`src/cssm_pkg.sv`:
```
// cssm_pkg: constants and carrier types for the conversion source/mode block
// assumes: imported by cssm_ctrl and cssm_store
package cssm_pkg;
   // ==========================================================
   // register map
   localparam logic [7:0] CSSM_OFS_CTRL = 8'h18;
   localparam logic [7:0] CSSM_OFS_STAT = 8'h1C;
   localparam logic [7:0] CSSM_OFS_MASK = 8'h20;
   localparam logic [7:0] CSSM_OFS_PER = 8'h24;
   localparam logic [7:0] CSSM_OFS_INFO = 8'h28;
   localparam logic [7:0] CSSM_CTRL_RST = 8'h00;
   localparam logic [2:0] CSSM_IRQ_RST = 3'h0;
   localparam logic [15:0] CSSM_PER_RST = 16'h0004;
   // ==========================================================
   // field positions
   localparam int CSSM_DIAG_HI = 7;
   localparam int CSSM_DIAG_LO = 4;
   localparam int CSSM_INSEL_BIT = 3;
   localparam int CSSM_MODE_HI = 2;
   // status bits
   localparam int CSSM_EV_RES = 0;
   localparam int CSSM_EV_STBY = 1;
   localparam int CSSM_EV_WAKE = 2;
   // ==========================================================
   // diagnostic source codes
   localparam logic [3:0] CSSM_DIAG_TEMP = 4'h0;
   localparam logic [3:0] CSSM_DIAG_ZERO = 4'h8;
   localparam logic [3:0] CSSM_DIAG_PFS = 4'h9;
   localparam logic [3:0] CSSM_DIAG_NFS = 4'hA;
   // ==========================================================
   // timing
   localparam int CSSM_CLK_MHZ = 250;
   localparam int CSSM_SETTLE_NS = 400;
   localparam int CSSM_WAKE_NS = 200;
   localparam int CSSM_FILT_NS = 100;
   localparam logic [15:0] CSSM_SETTLE_CYC =
      16'((CSSM_SETTLE_NS * CSSM_CLK_MHZ + 999) / 1000);
   localparam logic [15:0] CSSM_WAKE_CYC =
      16'((CSSM_WAKE_NS * CSSM_CLK_MHZ + 999) / 1000);
   localparam logic [15:0] CSSM_FILT_CYC =
      16'((CSSM_FILT_NS * CSSM_CLK_MHZ + 999) / 1000);
   localparam logic [31:0] CSSM_INFO_VAL = 32'h0000_5A5A; // arbitrary value
   // ==========================================================
   // types
   typedef enum logic [2:0] {
      CSSM_M_CONT = 3'h0,
      CSSM_M_TRIG = 3'h1,
      CSSM_M_SINGLE = 3'h2,
      CSSM_M_PERIOD = 3'h3
   } cssm_mode_t;
   typedef struct packed {
      logic [3:0] diag_source_sel;
      logic conv_input_sel;
      logic [2:0] conversion_scheme;
   } cssm_ctrl_t;
   typedef struct packed {
      logic psel;
      logic penable;
      logic pwrite;
      logic [7:0] paddr;
      logic [31:0] pwdata;
   } cssm_apb_req_t;
endpackage

```
`src/cssm_ctrl.sv`:
```
// cssm_ctrl: conversion source select and conversion mode sequencer
// assumes: apb master on mclk; sync trigger is an asynchronous pin
//
// Implementation choice: the APB interface to the registers.
`timescale 1ns/1ps
module cssm_ctrl (
   // clock and reset
   input wire logic mclk,
   input wire logic rst_b,
   // apb slave
   input wire logic psel,
   input wire logic penable,
   input wire logic pwrite,
   input wire logic [7:0] paddr,
   input wire logic [31:0] pwdata,
   output logic [31:0] prdata,
   output logic pready,
   output logic pslverr,
   // trigger pin
   input wire logic sync_trig,
   // conversion outputs
   output logic [3:0] diag_source_sel,
   output logic conv_input_sel,
   output logic diag_mux_en,
   output logic diag_zero_short,
   output logic diag_pos_fs,
   output logic diag_neg_fs,
   output logic diag_temp_en,
   output logic modulator_on,
   output logic converting,
   output logic in_standby,
   output logic result_ready_pulse,
   output logic irq
);
   import cssm_pkg::*;

   // ==========================================================
   // reset release
   logic rst_s1_q, rst_n;
   always_ff @(posedge mclk or negedge rst_b) begin
      if (!rst_b) begin
         rst_s1_q <= 1'b0;
         rst_n <= 1'b0;
      end else begin
         rst_s1_q <= 1'b1;
         rst_n <= rst_s1_q;
      end
   end

   // ==========================================================
   // apb decode; answers in the access cycle, zero wait states
   cssm_apb_req_t req;
   assign req = '{psel, penable, pwrite, paddr, pwdata};
   logic acc, wr, rd, hit_ctrl, hit_stat, hit_mask, hit_per, hit_info, hit;
   assign acc = req.psel & req.penable;
   assign wr = acc & req.pwrite;
   assign rd = acc & ~req.pwrite;
   assign hit_ctrl = req.paddr == CSSM_OFS_CTRL;
   assign hit_stat = req.paddr == CSSM_OFS_STAT;
   assign hit_mask = req.paddr == CSSM_OFS_MASK;
   assign hit_per = req.paddr == CSSM_OFS_PER;
   assign hit_info = req.paddr == CSSM_OFS_INFO;
   assign hit = hit_ctrl | hit_stat | hit_mask | hit_per | hit_info;
   assign pready = 1'b1;
   assign pslverr = acc & ~hit;

   // ==========================================================
   // control register
   cssm_ctrl_t ctrl_q;
   always_ff @(posedge mclk or negedge rst_n) begin
      if (!rst_n) begin
         ctrl_q <= CSSM_CTRL_RST;
      end else if (wr && hit_ctrl) begin
         ctrl_q <= cssm_ctrl_t'(req.pwdata[7:0]);
      end
   end

   // periodic ratio lives in the store, apart from control
   logic [15:0] per_ratio;
   logic [15:0] per_ratio_q;
   cssm_store u_store (
      .clk(mclk),
      .rst_n(rst_n),
      .we(wr & hit_per),
      .waddr(2'h0),
      .wdata(req.pwdata[15:0]),
      .raddr(2'h0),
      .rdata(per_ratio)
   );
   always_ff @(posedge mclk or negedge rst_n) begin
      if (!rst_n) begin
         per_ratio_q <= CSSM_PER_RST;
      end else begin
         per_ratio_q <= per_ratio;
      end
   end

   // ==========================================================
   // sync pin: three flops, edge when second and third agree
   logic [2:0] sync_sh_q;
   logic sync_lvl_q, sync_rise;
   always_ff @(posedge mclk or negedge rst_n) begin
      if (!rst_n) begin
         sync_sh_q <= 3'h0;
      end else begin
         sync_sh_q <= {sync_sh_q[1:0], sync_trig};
      end
   end
   always_ff @(posedge mclk or negedge rst_n) begin
      if (!rst_n) begin
         sync_lvl_q <= 1'b0;
      end else if (sync_sh_q[1] == sync_sh_q[2]) begin
         sync_lvl_q <= sync_sh_q[2];
      end
   end
   assign sync_rise = (sync_sh_q[1] == sync_sh_q[2]) & sync_sh_q[2]
      & ~sync_lvl_q;

   // ==========================================================
   // sequencer
   typedef enum logic [2:0] {
      CSSM_S_STBY = 3'h0,
      CSSM_S_WAKE = 3'h1,
      CSSM_S_CONV = 3'h2,
      CSSM_S_IDLE = 3'h3,
      CSSM_S_RUN = 3'h4,
      CSSM_S_DONE = 3'h5
   } cssm_state_t;
   cssm_state_t st_q, st_d;
   logic [15:0] cnt_q, cnt_d;
   logic [2:0] mode;
   logic mode_wr, res_d, stby_ev, wake_ev;
   assign mode = ctrl_q.conversion_scheme;
   assign mode_wr = wr & hit_ctrl;

   always_comb begin
      st_d = st_q;
      cnt_d = (cnt_q == 16'h0000) ? 16'h0000 : 16'(cnt_q - 16'h0001);
      res_d = 1'b0;
      stby_ev = 1'b0;
      wake_ev = 1'b0;
      unique case (st_q)
         CSSM_S_STBY: begin
            if (mode == CSSM_M_CONT || mode == CSSM_M_TRIG) begin
               st_d = CSSM_S_WAKE;
               cnt_d = CSSM_WAKE_CYC;
            end else if (mode_wr && req.pwdata[2:0] == CSSM_M_SINGLE) begin
               st_d = CSSM_S_WAKE;
               cnt_d = CSSM_WAKE_CYC;
            end else if (mode == CSSM_M_PERIOD && cnt_q == 16'h0000) begin
               st_d = CSSM_S_WAKE;
               cnt_d = CSSM_WAKE_CYC;
               wake_ev = 1'b1;
            end
         end
         CSSM_S_WAKE: begin
            if (mode[2]) begin
               st_d = CSSM_S_STBY;
            end else if (cnt_q == 16'h0001 || cnt_q == 16'h0000) begin
               if (mode == CSSM_M_CONT) begin
                  st_d = CSSM_S_RUN;
                  cnt_d = CSSM_FILT_CYC;
               end else if (mode == CSSM_M_TRIG) begin
                  st_d = CSSM_S_IDLE;
               end else begin
                  st_d = CSSM_S_CONV;
                  cnt_d = CSSM_SETTLE_CYC;
               end
            end
         end
         CSSM_S_RUN: begin
            if (mode != CSSM_M_CONT) begin
               st_d = mode[2] ? CSSM_S_STBY : CSSM_S_IDLE;
            end else if (cnt_q == 16'h0001) begin
               res_d = 1'b1;
               cnt_d = CSSM_FILT_CYC;
            end
         end
         CSSM_S_IDLE: begin
            if (mode[2]) begin
               st_d = CSSM_S_STBY;
            end else if (mode == CSSM_M_CONT) begin
               st_d = CSSM_S_RUN;
               cnt_d = CSSM_FILT_CYC;
            end else if (mode != CSSM_M_TRIG) begin
               st_d = CSSM_S_STBY;
            end else if (sync_rise) begin
               st_d = CSSM_S_CONV;
               cnt_d = CSSM_SETTLE_CYC;
            end
         end
         CSSM_S_CONV: begin
            if (mode[2]) begin
               st_d = CSSM_S_STBY;
            end else if (mode == CSSM_M_TRIG && sync_rise) begin
               cnt_d = CSSM_SETTLE_CYC;
            end else if (cnt_q == 16'h0001) begin
               st_d = CSSM_S_DONE;
               res_d = 1'b1;
            end
         end
         CSSM_S_DONE: begin
            if (mode == CSSM_M_TRIG || mode == CSSM_M_CONT) begin
               st_d = mode == CSSM_M_TRIG ? CSSM_S_IDLE : CSSM_S_RUN;
               cnt_d = CSSM_FILT_CYC;
            end else begin
               st_d = CSSM_S_STBY;
               stby_ev = 1'b1;
               cnt_d = mode == CSSM_M_PERIOD ? per_ratio_q : 16'h0000;
            end
         end
         default: begin
            st_d = CSSM_S_STBY;
         end
      endcase
   end

   always_ff @(posedge mclk or negedge rst_n) begin
      if (!rst_n) begin
         st_q <= CSSM_S_STBY;
         cnt_q <= 16'h0000;
      end else begin
         st_q <= st_d;
         cnt_q <= cnt_d;
      end
   end

   // ==========================================================
   // conversion outputs, all registered
   always_ff @(posedge mclk or negedge rst_n) begin
      if (!rst_n) begin
         result_ready_pulse <= 1'b0;
         modulator_on <= 1'b0;
         converting <= 1'b0;
         in_standby <= 1'b1;
      end else begin
         result_ready_pulse <= res_d;
         modulator_on <= st_d inside {CSSM_S_RUN, CSSM_S_IDLE,
            CSSM_S_CONV, CSSM_S_DONE};
         converting <= st_d inside {CSSM_S_RUN, CSSM_S_CONV};
         in_standby <= st_d == CSSM_S_STBY;
      end
   end

   // reserved diag codes drive no source; result undefined
   always_ff @(posedge mclk or negedge rst_n) begin
      if (!rst_n) begin
         diag_source_sel <= 4'h0;
         conv_input_sel <= 1'b0;
         diag_mux_en <= 1'b0;
         diag_temp_en <= 1'b0;
         diag_zero_short <= 1'b0;
         diag_pos_fs <= 1'b0;
         diag_neg_fs <= 1'b0;
      end else begin
         diag_source_sel <= ctrl_q.diag_source_sel;
         conv_input_sel <= ctrl_q.conv_input_sel;
         diag_mux_en <= ctrl_q.conv_input_sel;
         diag_temp_en <= ctrl_q.diag_source_sel == CSSM_DIAG_TEMP;
         diag_zero_short <= ctrl_q.diag_source_sel == CSSM_DIAG_ZERO;
         diag_pos_fs <= ctrl_q.diag_source_sel == CSSM_DIAG_PFS;
         diag_neg_fs <= ctrl_q.diag_source_sel == CSSM_DIAG_NFS;
      end
   end

   // ==========================================================
   // interrupts: sticky, read clears, set wins
   logic [2:0] stat_q, mask_q, ev;
   assign ev = {wake_ev, stby_ev, res_d};
   always_ff @(posedge mclk or negedge rst_n) begin
      if (!rst_n) begin
         stat_q <= CSSM_IRQ_RST;
      end else begin
         stat_q <= ((rd && hit_stat) ? 3'h0 : stat_q) | ev;
      end
   end
   always_ff @(posedge mclk or negedge rst_n) begin
      if (!rst_n) begin
         mask_q <= CSSM_IRQ_RST;
      end else if (wr && hit_mask) begin
         mask_q <= req.pwdata[2:0];
      end
   end
   always_ff @(posedge mclk or negedge rst_n) begin
      if (!rst_n) begin
         irq <= 1'b0;
      end else begin
         irq <= |(stat_q & mask_q);
      end
   end

   // ==========================================================
   // read mux; registered data would cost a wait state, so combinational
   always_comb begin
      prdata = 32'h0000_0000;
      if (rd) begin
         if (hit_ctrl) prdata = {24'h000000, ctrl_q};
         if (hit_stat) prdata = {29'h0, stat_q};
         if (hit_mask) prdata = {29'h0, mask_q};
         if (hit_per) prdata = {16'h0000, per_ratio_q};
         if (hit_info) prdata = CSSM_INFO_VAL;
      end
   end

   // ==========================================================
   // checks
   chk_reset_ctrl: assert property (@(posedge mclk)
      $rose(rst_n) |-> ctrl_q == 8'h00)
      else $error("control not zero after reset");
   chk_hi_mode_stby: assert property (@(posedge mclk) disable iff (!rst_n)
      mode[2] && $past(mode[2]) |=> !converting)
      else $error("conversion in standby mode code");
   chk_trig_start: assert property (@(posedge mclk) disable iff (!rst_n)
      st_q == CSSM_S_IDLE && mode == CSSM_M_TRIG && sync_rise
      |=> st_q == CSSM_S_CONV)
      else $error("sync edge did not start conversion");
   chk_trig_ready: assert property (@(posedge mclk) disable iff (!rst_n)
      st_q == CSSM_S_CONV && st_d == CSSM_S_DONE |=> result_ready_pulse)
      else $error("no ready after conversion");
   chk_single_stby: assert property (@(posedge mclk) disable iff (!rst_n)
      st_q == CSSM_S_DONE && mode == CSSM_M_SINGLE
      |=> ##1 in_standby)
      else $error("single mode did not enter standby");
   chk_wake_time: assert property (@(posedge mclk) disable iff (!rst_n)
      st_q == CSSM_S_STBY && st_d == CSSM_S_WAKE && !mode[2]
      |=> !converting [*2])
      else $error("converted without start-up");
   chk_cont_pulse: assert property (@(posedge mclk) disable iff (!rst_n)
      st_q == CSSM_S_RUN && mode == CSSM_M_CONT && cnt_q == 16'h0001
      |=> result_ready_pulse)
      else $error("missing continuous ready pulse");
   chk_insel_out: assert property (@(posedge mclk) disable iff (!rst_n)
      ##1 conv_input_sel == $past(ctrl_q.conv_input_sel))
      else $error("input select not following register");
   chk_diag_zero: assert property (@(posedge mclk) disable iff (!rst_n)
      ctrl_q.diag_source_sel == 4'h8 |=> diag_zero_short)
      else $error("zero check source not routed");
   chk_period_wake: assert property (@(posedge mclk) disable iff (!rst_n)
      st_q == CSSM_S_STBY && mode == CSSM_M_PERIOD && cnt_q == 16'h0000
      |=> st_q == CSSM_S_WAKE)
      else $error("periodic mode did not wake");
endmodule

```
`src/cssm_store.sv`:
```
// cssm_store: small register store with registered read data
// assumes: single clock, synchronous write, one-cycle read latency
`timescale 1ns/1ps
module cssm_store (
   // clock and reset
   input wire logic clk,
   input wire logic rst_n,
   // write side
   input wire logic we,
   input wire logic [1:0] waddr,
   input wire logic [15:0] wdata,
   // read side
   input wire logic [1:0] raddr,
   output logic [15:0] rdata
);
   import cssm_pkg::*;
   logic [15:0] mem_q [4];
   // ==========================================================
   // storage; entry 0 holds the periodic standby ratio
   always_ff @(posedge clk or negedge rst_n) begin
      if (!rst_n) begin
         mem_q[0] <= CSSM_PER_RST;
         mem_q[1] <= 16'h0000;
         mem_q[2] <= 16'h0000;
         mem_q[3] <= 16'h0000;
      end else if (we) begin
         mem_q[waddr] <= wdata;
      end
   end
   always_ff @(posedge clk or negedge rst_n) begin
      if (!rst_n) begin
         rdata <= 16'h0000;
      end else begin
         rdata <= mem_q[raddr];
      end
   end
endmodule
```
`config.mk`:
```
export PLATFORM = sky130hd
export DESIGN_NAME = cssm_ctrl
export DESIGN_NICKNAME = d
export VERILOG_FILES = /design/src/cssm_pkg.sv /design/src/cssm_ctrl.sv /design/src/cssm_store.sv
export SDC_FILE = /design/constraint.sdc
export NUM_CORES = 1
export LEC_CHECK = 0
export BUFFER_PORTS_ARGS = -buffer_cell sky130_fd_sc_hd__buf_2
export CELL_PAD_IN_SITES_DETAIL_PLACEMENT = 2
export CELL_PAD_IN_SITES_GLOBAL_PLACEMENT = 2
export CORE_AREA = 2 2 112 141
export CTS_CLUSTER_DIAMETER = 50
export DETAILED_ROUTE_END_ITERATION = 7
export DIE_AREA = 0 0 114 143
export PLACE_DENSITY = 0.76
export SLEW_MARGIN = 20
export SYNTH_ARGS = -nofsm -noshare
export SYNTH_HDL_FRONTEND = slang
export SYNTH_SLANG_ARGS = --single-unit
```
`constraint.sdc`:
```
create_clock -name mclk -period 3 [get_ports mclk]
set_input_delay 0.6 -clock mclk [delete_from_list [all_inputs] [get_ports mclk]]
set_output_delay 0.6 -clock mclk [all_outputs]
set_load 0.1 [all_outputs]
```
==> results of run 1 <==
==> worst register-to-register path, stage by stage, from the launching register on <==
cell and delay [ns]:
dfrtp_1 0.47, nor4_1 1.03, nand2_1 0.18, or4_1 0.48, xor2_1 0.16, o31ai_1 0.20
==> cell families after synthesis <==
logic type | after synthesis | synth area share, %
AND/OR/NAND/NOR | 140 | 17.7
flip-flops | 101 | 53.5
other | 2 | 0.159
AO/OA/AOI/OAI | 84 | 13.0
multiplexers | 32 | 7.62
adder cells (fa/ha/maj) | 3 | 0.794
buffers and inverters | 43 | 5.21
XOR/XNOR | 11 | 2.04
==> through the flow <==
stage                     std cells  hold WS [ns]
after floorplan                 432         0.304
after global placement          665         0.332
after detailed placement        665         0.336
after CTS                       681       0.00326
after global routing            685       0.00908
final                           685        0.0140
==> worst paths after layout <==
| kind | start | endpoint | slack, ns | cells past startpoint |
|---|---|---|---|---|
| setup reg to reg | cnt_q[2] | cnt_q[11] | 0.39 | 5 |
| hold reg to reg | rst_n | per_ratio_q[0] | 0.36 | 0 |
| setup / recovery | paddr[6] | prdata[2] | 0.01 | 8 |
| min in group mclk | u_store.rdata[14] | per_ratio_q[14] | 0.36 | 0 |
| max in group asynchronous | rst_n | in_standby | 1.88 | 1 |
| hold / removal | rst_b | rst_n | 0.01 | 1 |
==> routing by layer <==
layer	global-route usage (%)	part of all wire [%]	vias to the layer above	wire, µm
li1	-	-	1653	-
met1	24.0	38	1968	6290
met2	37.7	55	114	9150
met3	3.95	3.7	36	609
met4	9.44	3.2	0	524
met5	0	0	-	0
==> sequential cells by signal (all words and copies together) (netlist names), 3 cells and up <==
name / cells
ctrl_q: 5
diag_source_sel: 4
sync_sh_q: 3
u_store.mem_q: 16
cnt_q: 16
st_q: 3
per_ratio_q: 16
stat_q: 3
u_store.rdata: 16
mask_q: 3
mode: 3
==> power by group <==
part           internal (W)  total, W  switching [W]
logic              0.000447   0.00135       0.000906
clock network      0.000679   0.00129       0.000613
registers           0.00147   0.00164       0.000171
total               0.00260   0.00429        0.00169
==> cells in the final DEF, fill, tap and decap left out, types with 9 or more instances in the layout <==
cell type | netlist | final
o21ai_0 | 17 | 17
buf_4 | 18 | 28
conb_1 | 2 | 18
dfrtp_1 | 98 | 97
mux2_2 | 32 | 32
o31ai_1 | 10 | 10
buf_2 | 2 | 44
nor2_1 | 31 | 19
nor3_1 | 12 | 12
nor2_4 | 0 | 12
buf_12 | 0 | 18
clkbuf_16 | 0 | 9
nand2_1 | 24 | 24
a21oi_1 | 13 | 13
==> cell type report <==
cell class                      count  share of cell area, %
Clock inverter                      7                   1.68
Sequential cell                   101                   41.6
Clock buffer                        9                   3.70
Timing Repair Buffer               91                   13.2
Tap cell                          182                   3.74
Multi-Input combinational cell    288                   35.7
Inverter                            7                  0.431
==> repair_timing <==
| action | in CTS | in global routing |
|---|---|---|
| resized for setup | 2 | 7 |
| pin swaps | 0 | 7 |
| buffers inserted | 0 | 4 |
| setup endpoints to repair | 3 | 9 |
==> metrics.yaml, run 1 <==
fin_crit_sh_pct: 99.7
firstDrtPassIters: 4
placed_area_um2: 5700
synth_edf_count: 0
cts.clk_slew.worst_paths_ns: 0.07
tightest_slew_ns: 1.19
post_route_cells_drive_above_1_share_pct: 36.8
cts_hold_buf: 0
timing.final.crit_period_ns: 2.99
power_w: 0.00429
ys_seq_area_share_pct: 53.5
multiInputGateArea_um2: 2180
endpoint_kind: "primary output"
setup-tns-final_ns: 0
ys_ff_latch: 101
fin_util_pct: 40.9
row_count: 50
grt_pass1_wl_mm: 25.7
synth.area.top_cells: "dfrtp_1, mux2_2, buf_4"
syn_area_per_cell_um2: 11.4
antenna_left: 0
yosys_warnings: 0
crit_type: "primary input to primary output"
relSlewSlack_pct: 20.0
place_hpwl_mm: 11.1
drv_slew: 0
cts_tree: "yes"
p_leak_nw: 2.75
cp_data_required_time_ns: 2.40
outcome: "finished, final reports clean"
antennaDiodeCount: 0
path_buf_inv: 3
clk_latency_ns: 0.36
synthTopCellsByCount: "dfrtp_1, mux2_2, nor2_1"
syn-instance-count: 416
h-tree-depth: 3
fin_ws_ns: 0.0101
fin_worst_skew_ns: 0.0111
die_area_um2: 16300
final.fill_count: 1563
ios: 95
die_w_um: 114
cpPeakStageDelay_ns: 0.56
regArea_um2: 2530
worstPathArrival_ns: 2.39
start_util_pct: 31.8
netlist.area_leader.share_pct: 51.8
viasPerCell: 5.51
ys_types: 68
synth_ff_type: "dfrtp_1"
fmaxAchievable_mhz: 334
async_flop_share_pct: 100
core_um2: 14900
first_global_vias: 4349
power_density_nw_per_um2: 704
die_h_um: 143
critical_path.max_fanout: 3
setup_violations: 0
peakVddDrop_mv: 0.385
vias: 3771
antenna_found_initial: 0
fin_area_um2: 6090
first_iter_violations: 210
drc_errors: 0
routed_wirelength_mm: 16.6
cp_slowest_cell: "or4b_4"
root_buffer: "clkbuf_16"
path_cells: "buf_6 -> or4b_4 -> nor4_4 -> buf_4 -> a22o_1 -> a222oi_1 -> nor2_4 -> buf_12"
hold_path_class: "primary input to asynchronous set/reset pin"
nets: 547
grt_max_degree: 51
grt_use_total_pct: 20.9
syn2layout_area_growth_pct: 28.8
cts_buffers: 9
pre_cts_slack_ns: -0.00705
wl_per_cell_um: 24.2
synth_top_area_cell: "dfrtp_1"
cts_buffer_depth: 2
start_kind: "primary input"
grt_overflow: 0
port_buffers: 61
synth.most_common_cell: "dfrtp_1"
gp_congestion: 0.899
cts_sinks: 101
max_cap_violations: 0
syn_area_um2: 4730
hold_violations: 0
crit_family: "simple AND/OR/NAND/NOR gates"
(Power assumes the default switching activity.)
==> inputs of run 2 (changes only) <==
--- a/config.mk
+++ b/config.mk
@@ -5,7 +5,7 @@
 export SDC_FILE = /design/constraint.sdc
 export NUM_CORES = 1
 export LEC_CHECK = 0
-export BUFFER_PORTS_ARGS = -buffer_cell sky130_fd_sc_hd__buf_2
+export BUFFER_PORTS_ARGS = -buffer_cell sky130_fd_sc_hd__buf_4
 export CELL_PAD_IN_SITES_DETAIL_PLACEMENT = 2
 export CELL_PAD_IN_SITES_GLOBAL_PLACEMENT = 2
 export CORE_AREA = 2 2 112 141
==> run 2 against run 1 <==
Cell count fell by 1.0%; first-iteration DRC count decreased by 47%; sequential share of layout area grew 1.0 points; hold slack gained 0.0062 ns; sequential power barely moved; highest routed layer unchanged; utilization fell by 0.96 points; final area shrank 2.3%; count of clock-buffer cells in the layout is the same; total power fell by 1.8%; non-clock buffer count shrank 7.
==> metrics.yaml, run 2 (same netlist as run 1, synthesis figures left out) <==
core_um2: 14900
die_h_um: 143
critical_path.max_fanout: 14
fin_util_pct: 40.0
placed_area_um2: 5590
power_w: 0.00421
p_seq_share_pct: 39.0
nets: 540
cts_sinks: 101
crit_type: "primary input to primary output"
p_leak_nw: 2.70
first_iter_violations: 112
power_density_nw_per_um2: 708
cp_slowest_cell: "or4b_4"
first_global_vias: 4144
cts_buffers: 9
outcome: "finished, final reports clean"
post_route_cells_drive_above_1_share_pct: 35.1
setup_violations: 0
grt_pass1_wl_mm: 23.6
endpoint_kind: "primary output"
pre_cts_slack_ns: 0.0221
antennaDiodeCount: 0
p_clk_share_pct: 30.1
regArea_um2: 2530
ios: 95
max_cap_violations: 0
cts.clk_slew.worst_paths_ns: 0.08
internal-power_w: 0.00260
relSlewSlack_pct: 41.2
antenna_found_initial: 0
most-common-layout-cells: "dfrtp_1, buf_4, mux2_2"
port_buffers: 61
cts_buffer_depth: 2
worstSetupEndpoint: "prdata[3]"
startpoint: "paddr[4]"
start_kind: "primary input"
path_cells: "buf_4 -> or4b_4 -> nor4_4 -> and2_1 -> buf_12 -> a221oi_1 -> nor2_4 -> buf_6"
start_util_pct: 31.8
h-tree-depth: 3
wl_per_cell_um: 21.4
reg2regPathDepth: 6
antenna_left: 0
routed_wirelength_mm: 14.5
fin_worst_skew_ns: 0.00859
die_w_um: 114
tightest_slew_ns: 0.882
worstPathArrival_ns: 2.33
grt_max_degree: 66
final_common_cell: "dfrtp_1"
hold_path_class: "primary input to asynchronous set/reset pin"
viasPerCell: 5.32
root_buffer: "clkbuf_16"
hold_violations: 0
row_count: 50
timing.final.crit_period_ns: 2.93
final.fill_count: 1545
fin_crit_sh_pct: 97.8
clk_latency_ns: 0.35
share_comb_of_total_power_pct: 30.9
firstDrtPassIters: 5
drv_slew: 0
fmaxAchievable_mhz: 341
multiInputGateArea_um2: 2150
cpPeakStageDelay_ns: 0.58
setup-tns-final_ns: 0
grt_use_total_pct: 18.9
rrSetupSlack_ns: 0.43
fin_ws_ns: 0.0652
syn2layout_area_growth_pct: 25.8
fin_area_um2: 5950
p_sw_w: 0.00162
grt_overflow: 0
place_hpwl_mm: 10.7
peakVddDrop_mv: 0.422
die_area_um2: 16300
r2r_end: "cnt_q[8]"
cp_data_required_time_ns: 2.40
cts_tree: "yes"
rsz0062_at_grt: "no"
rr_startpoint: "cnt_q[6]"
p_sw_share_pct: 38.4
vias: 3610
gp_congestion: 0.919
drc_errors: 0
-- run 2: changes by cell type in the layout (fill, tap and decap cells not counted), sizes merged --
cell,delta
buf,-7
-- run 2: metal layers --
| layer | share of wire [%] | global-route usage, % | vias to the layer above |
|---|---|---|---|
| li1 | - | - | 1647 |
| met1 | 39 | 22.6 | 1868 |
| met2 | 55 | 34.5 | 78 |
| met3 | 3.6 | 3.27 | 17 |
| met4 | 2.0 | 5.84 | 0 |
| met5 | 0 | 0 | - |
-- run 2: through the flow --
step,instances,hold slack [ns]
final,678,0.0202
after global routing,678,0.000589
after CTS,678,0.00842
after detailed placement,662,0.338
after floorplan,432,0.304
after global placement,662,0.331
-- run 2: what timing repair did --
action	4_1_cts	5_1_grt
hold endpoints to repair	0	0
cloned	0	0
buffers inserted	0	0
gates resized for setup	7	4
setup endpoints to repair	6	9
hold buffers	0	0
-- run 2: critical path, delay by kind of cell --
kind	cells	cell delay [ns]
and+or+nand+nor	4	1.10
buffers and inverters	3	0.50
AOI/OAI and AO/OA	1	0.13
-- run 2: worst min-delay path by stage --
| stage | slack, ns | end | cells after the start | start |
|---|---|---|---|---|
| 3_3_place_gp | 0.33 | per_ratio_q[9] | 0 | u_store.rdata[9] |
| 3_5_place_dp | 0.34 | per_ratio_q[0] | 0 | u_store.rdata[0] |
| 2_1_floorplan | 0.30 | rst_n | 0 | rst_b |
| 5_1_grt | 0.0006 | rst_n | 1 | rst_b |
| 6_report | 0.02 | rst_n | 1 | rst_b |
| 4_1_cts | 0.008 | rst_n | 1 | rst_b |
-- run 2: cell type report --
class	count	share of cell area, %
Tap cell	182	3.83
Inverter	7	0.441
Clock buffer	9	3.78
Multi-Input combinational cell	288	36.1
Sequential cell	101	42.6
Clock inverter	7	1.72
Timing Repair Buffer	84	11.5
-- run 2: power by group through the flow --
stage	clock network, W	logic (W)	registers (W)
finish	0.00127	0.00130	0.00164
global route	0.00135	0.00141	0.00167
CTS	0.00131	0.00130	0.00164
detailed placement	0	0.00129	0.00167
global placement	0	0.00125	0.00166
floorplan	0	0.000804	0.00174
